`config.mk`:
```
export PLATFORM = sky130hd
export DESIGN_NAME = aeb_bus_master
export DESIGN_NICKNAME = d
export VERILOG_FILES = /design/src/pkg/aeb_pkg.sv /design/src/hw/aeb_state_tick.sv /design/src/hw/aeb_input_sync.sv /design/src/hw/aeb_bus_master.sv
export SDC_FILE = /design/constraint.sdc
export NUM_CORES = 1
export LEC_CHECK = 0
export ABC_CLOCK_PERIOD_IN_PS = 2490
export BUFFER_PORTS_ARGS = -buffer_cell sky130_fd_sc_hd__buf_2
export CAP_MARGIN = 40
export CORE_MARGIN = 2
export CORE_UTILIZATION = 49
export DETAILED_ROUTE_END_ITERATION = 8
export PLACE_DENSITY = 0.76
export RECOVER_POWER = 100
export SETUP_SLACK_MARGIN = 0.4
export SYNTH_ARGS = -nofsm -noshare
export SYNTH_HDL_FRONTEND = slang
export SYNTH_HIERARCHICAL = 1
export SYNTH_SLANG_ARGS = --single-unit
```
`constraint.sdc`:
```
create_clock -name CLK -period 2.49 [get_ports CLK]
set_input_delay 0.498 -clock CLK [delete_from_list [all_inputs] [get_ports CLK]]
set_output_delay 0.498 -clock CLK [all_outputs]
set_load 0.02 [all_outputs]
```
`src/pkg/aeb_pkg.sv`:
```
// package: constants, carriers and state codes of the asynchronous external bus master
package aeb_pkg;

  // ---------------------------------------------------------------
  // timing
  // ---------------------------------------------------------------
  localparam int AEB_CLK_MHZ = 250;          // core clock rate
  localparam int AEB_STATE_NS = 20;          // one bus state = half a period of the clock output
  // whole core cycles per bus state, never less than one
  localparam int AEB_STATE_CYCLES = ((AEB_STATE_NS * AEB_CLK_MHZ) / 1000) < 1 ? 1 :
                                    ((AEB_STATE_NS * AEB_CLK_MHZ) / 1000);
  localparam int AEB_MONITOR_MAX = 64;       // longest bus monitor period, clock-output periods

  // ---------------------------------------------------------------
  // encodings and reset values
  // ---------------------------------------------------------------
  localparam logic [1:0] AEB_SIZE_LONG = 2'h0;
  localparam logic [1:0] AEB_SIZE_BYTE = 2'h1;
  localparam logic [1:0] AEB_SIZE_WORD = 2'h2;
  localparam logic [1:0] AEB_SIZE_THREE = 2'h3;
  localparam logic [2:0] AEB_SPACE_CPU = 3'h7;     // space holding interrupt acknowledge cycles
  localparam logic [23:0] AEB_ADDR_RESET = 24'h000000;
  localparam logic [2:0] AEB_SPACE_RESET = 3'h0;
  localparam logic [1:0] AEB_SIZE_RESET = AEB_SIZE_LONG;
  localparam logic AEB_RW_RESET = 1'b1;             // direction rests at read
  localparam logic [6:0] AEB_MON_RESET = 7'h00;
  localparam int AEB_SYNC_W = 21;                   // 16 data + 5 control inputs

  // ---------------------------------------------------------------
  // carriers
  // ---------------------------------------------------------------
  typedef struct packed {
    logic write;            // 1 = write cycle
    logic [23:0] addr;      // address of most significant byte moved
    logic [1:0] size;       // operand bytes still to move
    logic [2:0] space;      // address space code
    logic [15:0] wdata;     // write data, already placed on its lanes
  } aeb_req_t;

  typedef struct packed {
    logic [15:0] rdata;     // data captured on a read
    logic port8;            // responder reported an 8-bit port
    logic fault;            // cycle ended by bus fault (external or monitor)
    logic timeout;          // fault came from the bus monitor
    logic retry;            // fault and halt together: repeat the cycle
    logic autovec;          // ended by autovector
  } aeb_rsp_t;

  typedef struct packed {
    logic ack_hi_n;
    logic ack_lo_n;
    logic fault_n;
    logic halt_n;
    logic auto_vector_n_n;
  } aeb_ctl_in_t;

  typedef enum logic [6:0] {
    ST_IDLE = 7'h01,
    ST_S0 = 7'h02,
    ST_S1 = 7'h04,
    ST_S2 = 7'h08,
    ST_WAIT = 7'h10,
    ST_S3 = 7'h20,
    ST_S4 = 7'h40
  } aeb_state_e_t;

endpackage : aeb_pkg

```
`src/hw/aeb_state_tick.sv`:
```
// module: divider making the clock output and one-cycle enables at its edges
`timescale 1ns/100ps
`default_nettype none

module aeb_state_tick
  import aeb_pkg::*;
#(
  parameter int STATE_CYCLES = AEB_STATE_CYCLES
) (
  input wire logic clk,
  input wire logic rst,
  output logic clk_level,
  output logic rise_en,
  output logic fall_en
);

  typedef struct packed {
    logic [15:0] cnt;
    logic level;
    logic rise;
    logic fall;
  } aeb_tick_t;

  localparam logic [15:0] LAST = 16'(STATE_CYCLES - 1);

  aeb_tick_t s_q, s_d;

  // ---------------------------------------------------------------
  // divider
  // ---------------------------------------------------------------
  // each wrap ends one bus state; the enables line up with the output change
  always_comb begin
    s_d = s_q;
    s_d.rise = 1'b0;
    s_d.fall = 1'b0;
    if (s_q.cnt == LAST) begin
      s_d.cnt = 16'h0000;
      s_d.level = ~s_q.level;
      s_d.rise = ~s_q.level;
      s_d.fall = s_q.level;
    end else begin
      s_d.cnt = s_q.cnt + 16'h0001;
    end
  end

  always_ff @(posedge clk) begin
    if (rst) begin
      s_q <= '0;
    end else begin
      s_q <= s_d;
    end
  end

  assign clk_level = s_q.level;
  assign rise_en = s_q.rise;
  assign fall_en = s_q.fall;

endmodule : aeb_state_tick

`default_nettype wire

```
`src/hw/aeb_input_sync.sv`:
```
// module: two-stage resolver for the bus inputs
`timescale 1ns/100ps
`default_nettype none

module aeb_input_sync #(
  parameter int W = 21,
  parameter logic [W-1:0] RESET_VAL = '1
) (
  input wire logic clk,
  input wire logic rst,
  input wire logic [W-1:0] din,
  output logic [W-1:0] dout
);

  typedef struct packed {
    logic [W-1:0] meta;
    logic [W-1:0] safe;
  } aeb_sync_t;

  aeb_sync_t s_q, s_d;

  // ---------------------------------------------------------------
  // resolve
  // ---------------------------------------------------------------
  // only the second stage is visible, so a level caught mid-change settles first
  always_comb begin
    s_d.meta = din;
    s_d.safe = s_q.meta;
  end

  always_ff @(posedge clk) begin
    if (rst) begin
      s_q.meta <= RESET_VAL;
      s_q.safe <= RESET_VAL;
    end else begin
      s_q <= s_d;
    end
  end

  assign dout = s_q.safe;

endmodule : aeb_input_sync

`default_nettype wire

```
`src/hw/aeb_bus_master.sv`:
```
// module: master end of the asynchronous external bus, one bus cycle per request
//
// Functional notes
// - Address of most significant byte driven at cycle start, held through address strobe.
// - Address strobe asserts half a clock-output period after the cycle starts.
// - Data bus is 16 bits, two-way, carrying 8 or 16 bits per cycle.
// - Read data is captured on the last falling edge of the cycle.
// - Write data is driven half a period after address strobe asserts.
// - On reads data strobe asserts together with address strobe.
// - On writes data strobe asserts one full period after address strobe.
// - Direction changes only at cycle start, when the direction actually differs.
// - Transfer size shows bytes still to move, valid during address strobe.
// - Three space-code outputs extend the address to eight spaces.
// - Responder asserts a size acknowledge giving port width; that ends the cycle.
// - Bus fault without acknowledge is an error; with acknowledge it is still an error.
// - Halt forces single cycles; fault plus halt ends the cycle as retry.
// - Autovector ends an interrupt acknowledge cycle; vector made internally.
// - An acknowledged cycle takes at least three clock-output periods.
// - Without acknowledge, wait states are added one full period at a time.
// - Bus monitor faults the cycle after at most 64 periods; always on.
// - Every input is resolved clean and sampled at falling clock-output edges; halt is also sampled at the rising edge that would start a cycle.
// - Read data is captured on the falling edge after acknowledge is seen.
// - Acknowledge seen at end of state 2 gives a three-period cycle.
// - Acknowledge code: 11 wait, 10 eight-bit, 01 sixteen-bit, 00 sixteen-bit.
// - Size code: 01 byte, 10 word, 11 three bytes, 00 long word.
`timescale 1ns/100ps
`default_nettype none

module aeb_bus_master
  import aeb_pkg::*;
#(
  parameter int STATE_CYCLES = AEB_STATE_CYCLES
) (
  input wire logic CLK,
  input wire logic RST,
  // user side
  input wire logic REQ_VALID,
  output logic REQ_READY,
  input wire aeb_req_t REQ,
  output logic RSP_VALID,
  output aeb_rsp_t RSP,
  input wire logic [5:0] MONITOR_PERIOD,
  // bus side
  output logic SYSTEM_CLOCK_OUTPUT,
  output logic [23:0] ADDR,
  output logic [2:0] SPACE_CODE,
  output logic [1:0] TRANSFER_SIZE,
  output logic READ_WRITE,
  output logic ADDRESS_STROBE_N,
  output logic DATA_STROBE_N,
  input wire logic [15:0] DATA_I,
  output logic [15:0] DATA_O,
  output logic DATA_OE,
  input wire logic SIZE_ACK_HI_N,
  input wire logic SIZE_ACK_LO_N,
  input wire logic BUS_FAULT_N,
  input wire logic HALT_N,
  input wire logic AUTO_VECTOR_N
);

  // ---------------------------------------------------------------
  // types and helpers
  // ---------------------------------------------------------------
  typedef struct packed {
    aeb_state_e_t st;
    aeb_req_t req;          // request being run on the bus
    logic rw;               // direction pin level, high = read
    logic as_n;
    logic ds_n;
    logic oe;
    logic [15:0] dout;
    logic [6:0] mon;        // clock-output periods spent waiting
    logic rsp_valid;
    aeb_rsp_t rsp;
  } aeb_master_t;

  typedef struct packed {
    logic done;
    logic port8;
  } aeb_ack_t;

  // decode of the two acknowledge lines; reserved 00 counts as a 16-bit port
  function automatic aeb_ack_t ack_decode(input logic hi_n, input logic lo_n);
    aeb_ack_t a;
    a.done = ~(hi_n & lo_n);
    a.port8 = hi_n & ~lo_n;
    return a;
  endfunction : ack_decode

  // ---------------------------------------------------------------
  // clock output and input sampling
  // ---------------------------------------------------------------
  logic clk_level;
  logic rise_en;
  logic fall_en;
  logic [AEB_SYNC_W-1:0] raw_in;
  logic [AEB_SYNC_W-1:0] clean_in;
  logic [15:0] data_in;
  aeb_ctl_in_t ctl_in;
  aeb_ack_t ack;
  logic [6:0] mon_limit;
  logic [6:0] mon_next;

  aeb_state_tick #(
    .STATE_CYCLES(STATE_CYCLES)
  ) u_tick (
    .clk(CLK),
    .rst(RST),
    .clk_level(clk_level),
    .rise_en(rise_en),
    .fall_en(fall_en)
  );

  // every input, data included, goes through the same resolver so a level
  // that moves near the sample point is never used half-settled
  assign raw_in = {DATA_I, SIZE_ACK_HI_N, SIZE_ACK_LO_N, BUS_FAULT_N, HALT_N, AUTO_VECTOR_N};

  aeb_input_sync #(
    .W(AEB_SYNC_W),
    .RESET_VAL({16'h0000, 5'h1f})
  ) u_sync (
    .clk(CLK),
    .rst(RST),
    .din(raw_in),
    .dout(clean_in)
  );

  assign data_in = clean_in[20:5];
  assign ctl_in = aeb_ctl_in_t'(clean_in[4:0]);
  assign ack = ack_decode(ctl_in.ack_hi_n, ctl_in.ack_lo_n);

  // monitor period field holds period minus one, so the longest is 64
  assign mon_limit = {1'b0, MONITOR_PERIOD} + 7'h01;

  // ---------------------------------------------------------------
  // state
  // ---------------------------------------------------------------
  aeb_master_t s_q, s_d;

  // a new cycle may start only on a rising clock-output edge, only when the
  // previous one is fully over, and never while halt is held
  assign REQ_READY = (s_q.st == ST_IDLE) && rise_en && ctl_in.halt_n;

  assign mon_next = s_q.mon + 7'h01;

  // ---------------------------------------------------------------
  // bus cycle sequencer
  // ---------------------------------------------------------------
  // states are named for the half period just entered; inputs are looked at
  // on falling enables, halt also on the rising enable that starts a cycle;
  // outputs move on the matching edge
  always_comb begin
    s_d = s_q;
    s_d.rsp_valid = 1'b0;
    unique case (s_q.st)
      ST_IDLE: begin
        if (REQ_VALID && REQ_READY) begin
          s_d.req = REQ;
          s_d.rw = ~REQ.write;
          s_d.mon = AEB_MON_RESET;
          s_d.rsp = '0;
          s_d.st = ST_S0;
        end
      end
      ST_S0: begin
        if (fall_en) begin
          s_d.as_n = 1'b0;
          s_d.ds_n = s_q.req.write;
          s_d.st = ST_S1;
        end
      end
      ST_S1: begin
        if (rise_en) begin
          if (s_q.req.write) begin
            s_d.oe = 1'b1;
            s_d.dout = s_q.req.wdata;
          end
          s_d.st = ST_S2;
        end
      end
      ST_S2: begin
        // end of state 2, or end of a wait state: decide how the cycle ends
        if (fall_en) begin
          s_d.ds_n = 1'b0;
          if (!ctl_in.fault_n) begin
            // fault wins over an acknowledge seen on the same edge
            s_d.rsp.fault = 1'b1;
            s_d.rsp.retry = ~ctl_in.halt_n;
            s_d.st = ST_S3;
          end else if (ack.done) begin
            s_d.rsp.port8 = ack.port8;
            s_d.st = ST_S3;
          end else if (!ctl_in.auto_vector_n_n && s_q.req.space == AEB_SPACE_CPU) begin
            s_d.rsp.autovec = 1'b1;
            s_d.st = ST_S3;
          end else if (mon_next >= mon_limit) begin
            // the monitor cannot be turned off, so a silent bus never hangs
            s_d.rsp.fault = 1'b1;
            s_d.rsp.timeout = 1'b1;
            s_d.st = ST_S3;
          end else begin
            s_d.mon = mon_next;
            s_d.st = ST_WAIT;
          end
        end
      end
      ST_WAIT: begin
        // one whole clock-output period per wait state
        if (rise_en) begin
          s_d.st = ST_S2;
        end
      end
      ST_S3: begin
        if (rise_en) begin
          s_d.st = ST_S4;
        end
      end
      ST_S4: begin
        // last falling edge: capture, negate strobes, let go of the bus
        if (fall_en) begin
          if (!s_q.req.write) begin
            s_d.rsp.rdata = data_in;
          end
          s_d.as_n = 1'b1;
          s_d.ds_n = 1'b1;
          s_d.oe = 1'b0;
          s_d.rsp_valid = 1'b1;
          s_d.st = ST_IDLE;
        end
      end
      default: begin
        // a corrupted code drops back to a quiet bus
        s_d.st = ST_IDLE;
        s_d.as_n = 1'b1;
        s_d.ds_n = 1'b1;
        s_d.oe = 1'b0;
      end
    endcase
  end

  // ---------------------------------------------------------------
  // state register
  // ---------------------------------------------------------------
  always_ff @(posedge CLK) begin
    if (RST) begin
      s_q.st <= ST_IDLE;
      s_q.req.write <= 1'b0;
      s_q.req.addr <= AEB_ADDR_RESET;
      s_q.req.size <= AEB_SIZE_RESET;
      s_q.req.space <= AEB_SPACE_RESET;
      s_q.req.wdata <= 16'h0000;
      s_q.rw <= AEB_RW_RESET;
      s_q.as_n <= 1'b1;
      s_q.ds_n <= 1'b1;
      s_q.oe <= 1'b0;
      s_q.dout <= 16'h0000;
      s_q.mon <= AEB_MON_RESET;
      s_q.rsp_valid <= 1'b0;
      s_q.rsp <= '0;
    end else begin
      s_q <= s_d;
    end
  end

  // ---------------------------------------------------------------
  // outputs
  // ---------------------------------------------------------------
  // address, size, space and direction hold between cycles, so direction
  // only moves when a new cycle goes the other way
  assign SYSTEM_CLOCK_OUTPUT = clk_level;
  assign ADDR = s_q.req.addr;
  assign SPACE_CODE = s_q.req.space;
  assign TRANSFER_SIZE = s_q.req.size;
  assign READ_WRITE = s_q.rw;
  assign ADDRESS_STROBE_N = s_q.as_n;
  assign DATA_STROBE_N = s_q.ds_n;
  assign DATA_O = s_q.dout;
  assign DATA_OE = s_q.oe;
  assign RSP_VALID = s_q.rsp_valid;
  assign RSP = s_q.rsp;

endmodule : aeb_bus_master

`default_nettype wire

```
==> impl_metrics.py <==
metrics = {
    "floorplanning": {
        "dieArea_um2": 15100,
        "die_y_um": 123,
        "core-area_um2": 13800,
        "placementRows": 43,
        "initial_core_util_pct": 50.0,
        "ios": 149,
        "dieWidth_um": 123,
    },
    "drt": {
        "drt-initial-drc-count": 304,
        "vias_per_cell": 5.04,
        "dr_total_vias": 5452,
        "drcViolationCount": 0,
        "wirelength_um": 14700,
        "ant_nets": 0,
        "routedWlPerCell_um": 13.5,
        "first_pass_iters": 8,
    },
    "global_routing": {
        "antenna_found_initial": 0,
        "grt_max_degree": 121,
        "grt-ovfl-total": 0,
        "first_global_vias": 4923,
        "grt_usage_pct": 19.5,
        "grt_pass1_wl_um": 23200,
    },
    "placement": {
        "gp_congestion": 0.864,
        "dp_hpwl_um": 9620,
        "place_area_um2": 7340,
        "preCtsSetupSlack_ns": -0.143,
        "numPlacedInstances": 1040,
        "io_buffers": 148,
    },
    "sta": {
        "slew_violations": 0,
        "fin_crit_sh_pct": 94.6,
        "hold_viol_final": 0,
        "final.setup_skew_ns": 0.0119,
        "slew_headroom_pct": 21.7,
        "period_needed_ns": 2.36,
        "rsz0062_at_grt": "true",
        "max_freq_ghz": 0.425,
        "worst_slew_pin_slew_ns": 1.17,
        "setup_ws_ns": 0.135,
        "finalSetupViolCount": 0,
    },
    "clock_tree": {
        "clock_latency_ns": 0.43,
        "cts_buffers": 17,
        "cts_max_path_buffers": 2,
        "tritoncts": "built",
        "clockRootBuffer": "clkbuf_16",
        "clk_pin_slew_ns": 0.07,
        "cts.sinks": 163,
        "ctsHtreeMaxLevel": 4,
    },
    "logic_synthesis": {
        "synth_nets": 894,
        "synth_area_um2": 6910,
        "synthCells": 807,
        "synth.distinct_cells": 57,
        "ys_warn_count": 6,
        "ys_seq_area_share_pct": 47.2,
        "ys_seq_elements": 163,
        "synthArstFlopShare_pct": 0,
        "synthFlopType": "dfxtp_1",
        "syn_area_per_cell_um2": 8.57,
        "synth_edf_count": 0,
    },
    "power_and_ir_drop": {
        "vdd_drop_max_mv": 0.556,
        "p_per_area_nw_per_um2": 687,
        "leakage_nw": 2.98,
    },
    "setup_path": {
        "cp-start-kind": "flop",
        "critical_path_class": "reg -> out",
        "critPathCaptureType": "output pin",
        "cp_max_fo": 13,
        "critPathArrivalTime_ns": 1.86,
        "critPathRequiredTime_ns": 1.99,
    },
    "final_layout": {
        "instances_no_fill": 1082,
        "num-nets-final": 977,
        "fin_area_um2": 8060,
        "fill_cells": 1253,
        "syn_to_final_growth_pct": 16.6,
        "layout-drive-gt1-share_pct": 20.1,
        "n_antenna_cell": 0,
    },
    "status": {
        "status": "finished clean",
    },
    "job": {
        "drv_cap": 0,
    },
    "worst_hold_path": {
        "min_path_type": "in -> reg",
    },
}
routing by layer:
metal	track usage, %	routed length (um)
met1	24.6	6620
met3	6.41	921
met5	0	0
met2	31.6	6990
met4	6.18	129
critical path: stages (launching register included):
cell      delay, ns
dfxtp_1        0.70
and3_1         0.30
and3_1         0.19
clkbuf_1       0.24
report_power, final:
part           switching, mW  internal, mW
clock network           1.11          1.51
logic                  0.133         0.111
registers             0.0254          2.65
layout make-up:
type                       instances  area, um^2  share of cell area, %
sequential                       163        3280                   40.7
multi-input combinational        523        3070                   38.1
clock inverter                    14         170                   2.11
clock buffer                      17         425                   5.28
inverter                          13        48.8                  0.605
tap                              180         225                   2.79
timing repair buffer             172         840                   10.4
metrics by stage:
step	utilization [%]	setup TNS (ns)	hold WS (ns)	total power, mW
6_report	58.3	0	0.250	5.54
4_1_cts	58.6	0	0.232	5.60
3_5_place_dp	53.1	-0.897	0.389	2.98
5_1_grt	58.3	0	0.242	5.75
3_3_place_gp	53.1	-0.603	0.389	2.97
2_1_floorplan	-	0	0.383	2.88
registers in the layout (all words and copies together) (netlist names):
signal,count
u_sync/dout,21
DATA_STROBE_N,1
RSP_VALID,1
RSP,21
TRANSFER_SIZE,2
s_q,31
u_tick/fall_en,1
SPACE_CODE,3
u_sync/s_d,21
DATA_OE,1
u_tick/rise_en,1
ADDR,24
u_tick/s_q,16
ADDRESS_STROBE_N,1
READ_WRITE,1
DATA_O,16
u_tick/clk_level,1
worst paths after layout:
path                    endpoint  slack [ns]  cells after the start     startpoint
setup / recovery       REQ_READY        0.13                      3        s_q[95]
hold reg to reg   u_sync/dout[3]        0.40                      1  u_sync/s_d[3]
hold / removal     u_sync/s_d[4]        0.25                      2  SIZE_ACK_HI_N
setup reg to reg         s_q[28]        0.18                     14        s_q[22]
what timing repair did:
action | in CTS | in global routing
gates cloned | 0 | 0
pin swaps | 25 | 9
endpoints found under the setup margin | 13 | 43
gates resized for setup | 30 | 21
setup buffers | 9 | 2
hold buffers | 0 | 0
hold endpoints to repair | 0 | 0
Yosys cell counts, drive strengths merged, types with 2 or more instances:
library cell,instances,area [um^2]
nand2b,9,56.3
nand3,32,165
mux2i,2,20.0
or2,14,87.6
ha,11,138
or3,5,31.3
dfxtp,163,3260
a21oi,96,480
o22a,2,17.5
inv,13,48.8
clkbuf,20,76.3
a211oi,3,27.5
or4,2,18.8
nor2,37,141
o21a,3,22.5
buf,88,648
o41ai,2,17.5
nor2b,33,206
o21ai,17,88.8
or3b,2,17.5
nor3,14,75.1
a22o,3,26.3
xnor2,14,123
nand4,9,77.6
nor4b,2,17.5
o2111ai,2,23.8
a211o,2,17.5
nor4,8,80.1
and3,7,43.8
nand2,165,619
a21o,4,30.0
and2,2,12.5
nor3b,2,15.0
a31oi,2,12.5
xor2,11,96.3
kinds of logic (layout without fill, tap and decap cells):
family	count (synthesis)	in the layout	share of synthesized area (%)
compound gates	141	141	11.9
xor+xnor	25	25	3.17
fa+ha+maj	11	11	1.99
buf+inv	121	216	11.2
flops	163	163	47.2
mux	2	2	0.290
simple gates	344	344	24.2
layout by cell type, fill, tap and decap left out, types with 7 or more instances in the layout:
master,Yosys,layout
clkbuf_1,19,74
or2_1,10,9
xnor2_1,14,14
nand2b_1,9,7
buf_2,11,74
nor2b_1,33,33
a21oi_1,96,92
clkbuf_16,0,17
xor2_1,11,9
inv_1,13,12
dfxtp_1,163,154
nand2_1,165,162
nor2_1,36,34
o21ai_0,15,14
nand4_1,7,7
nor3_1,13,12
nand3_1,31,28
buf_4,73,19
(Power assumes the default switching activity.)
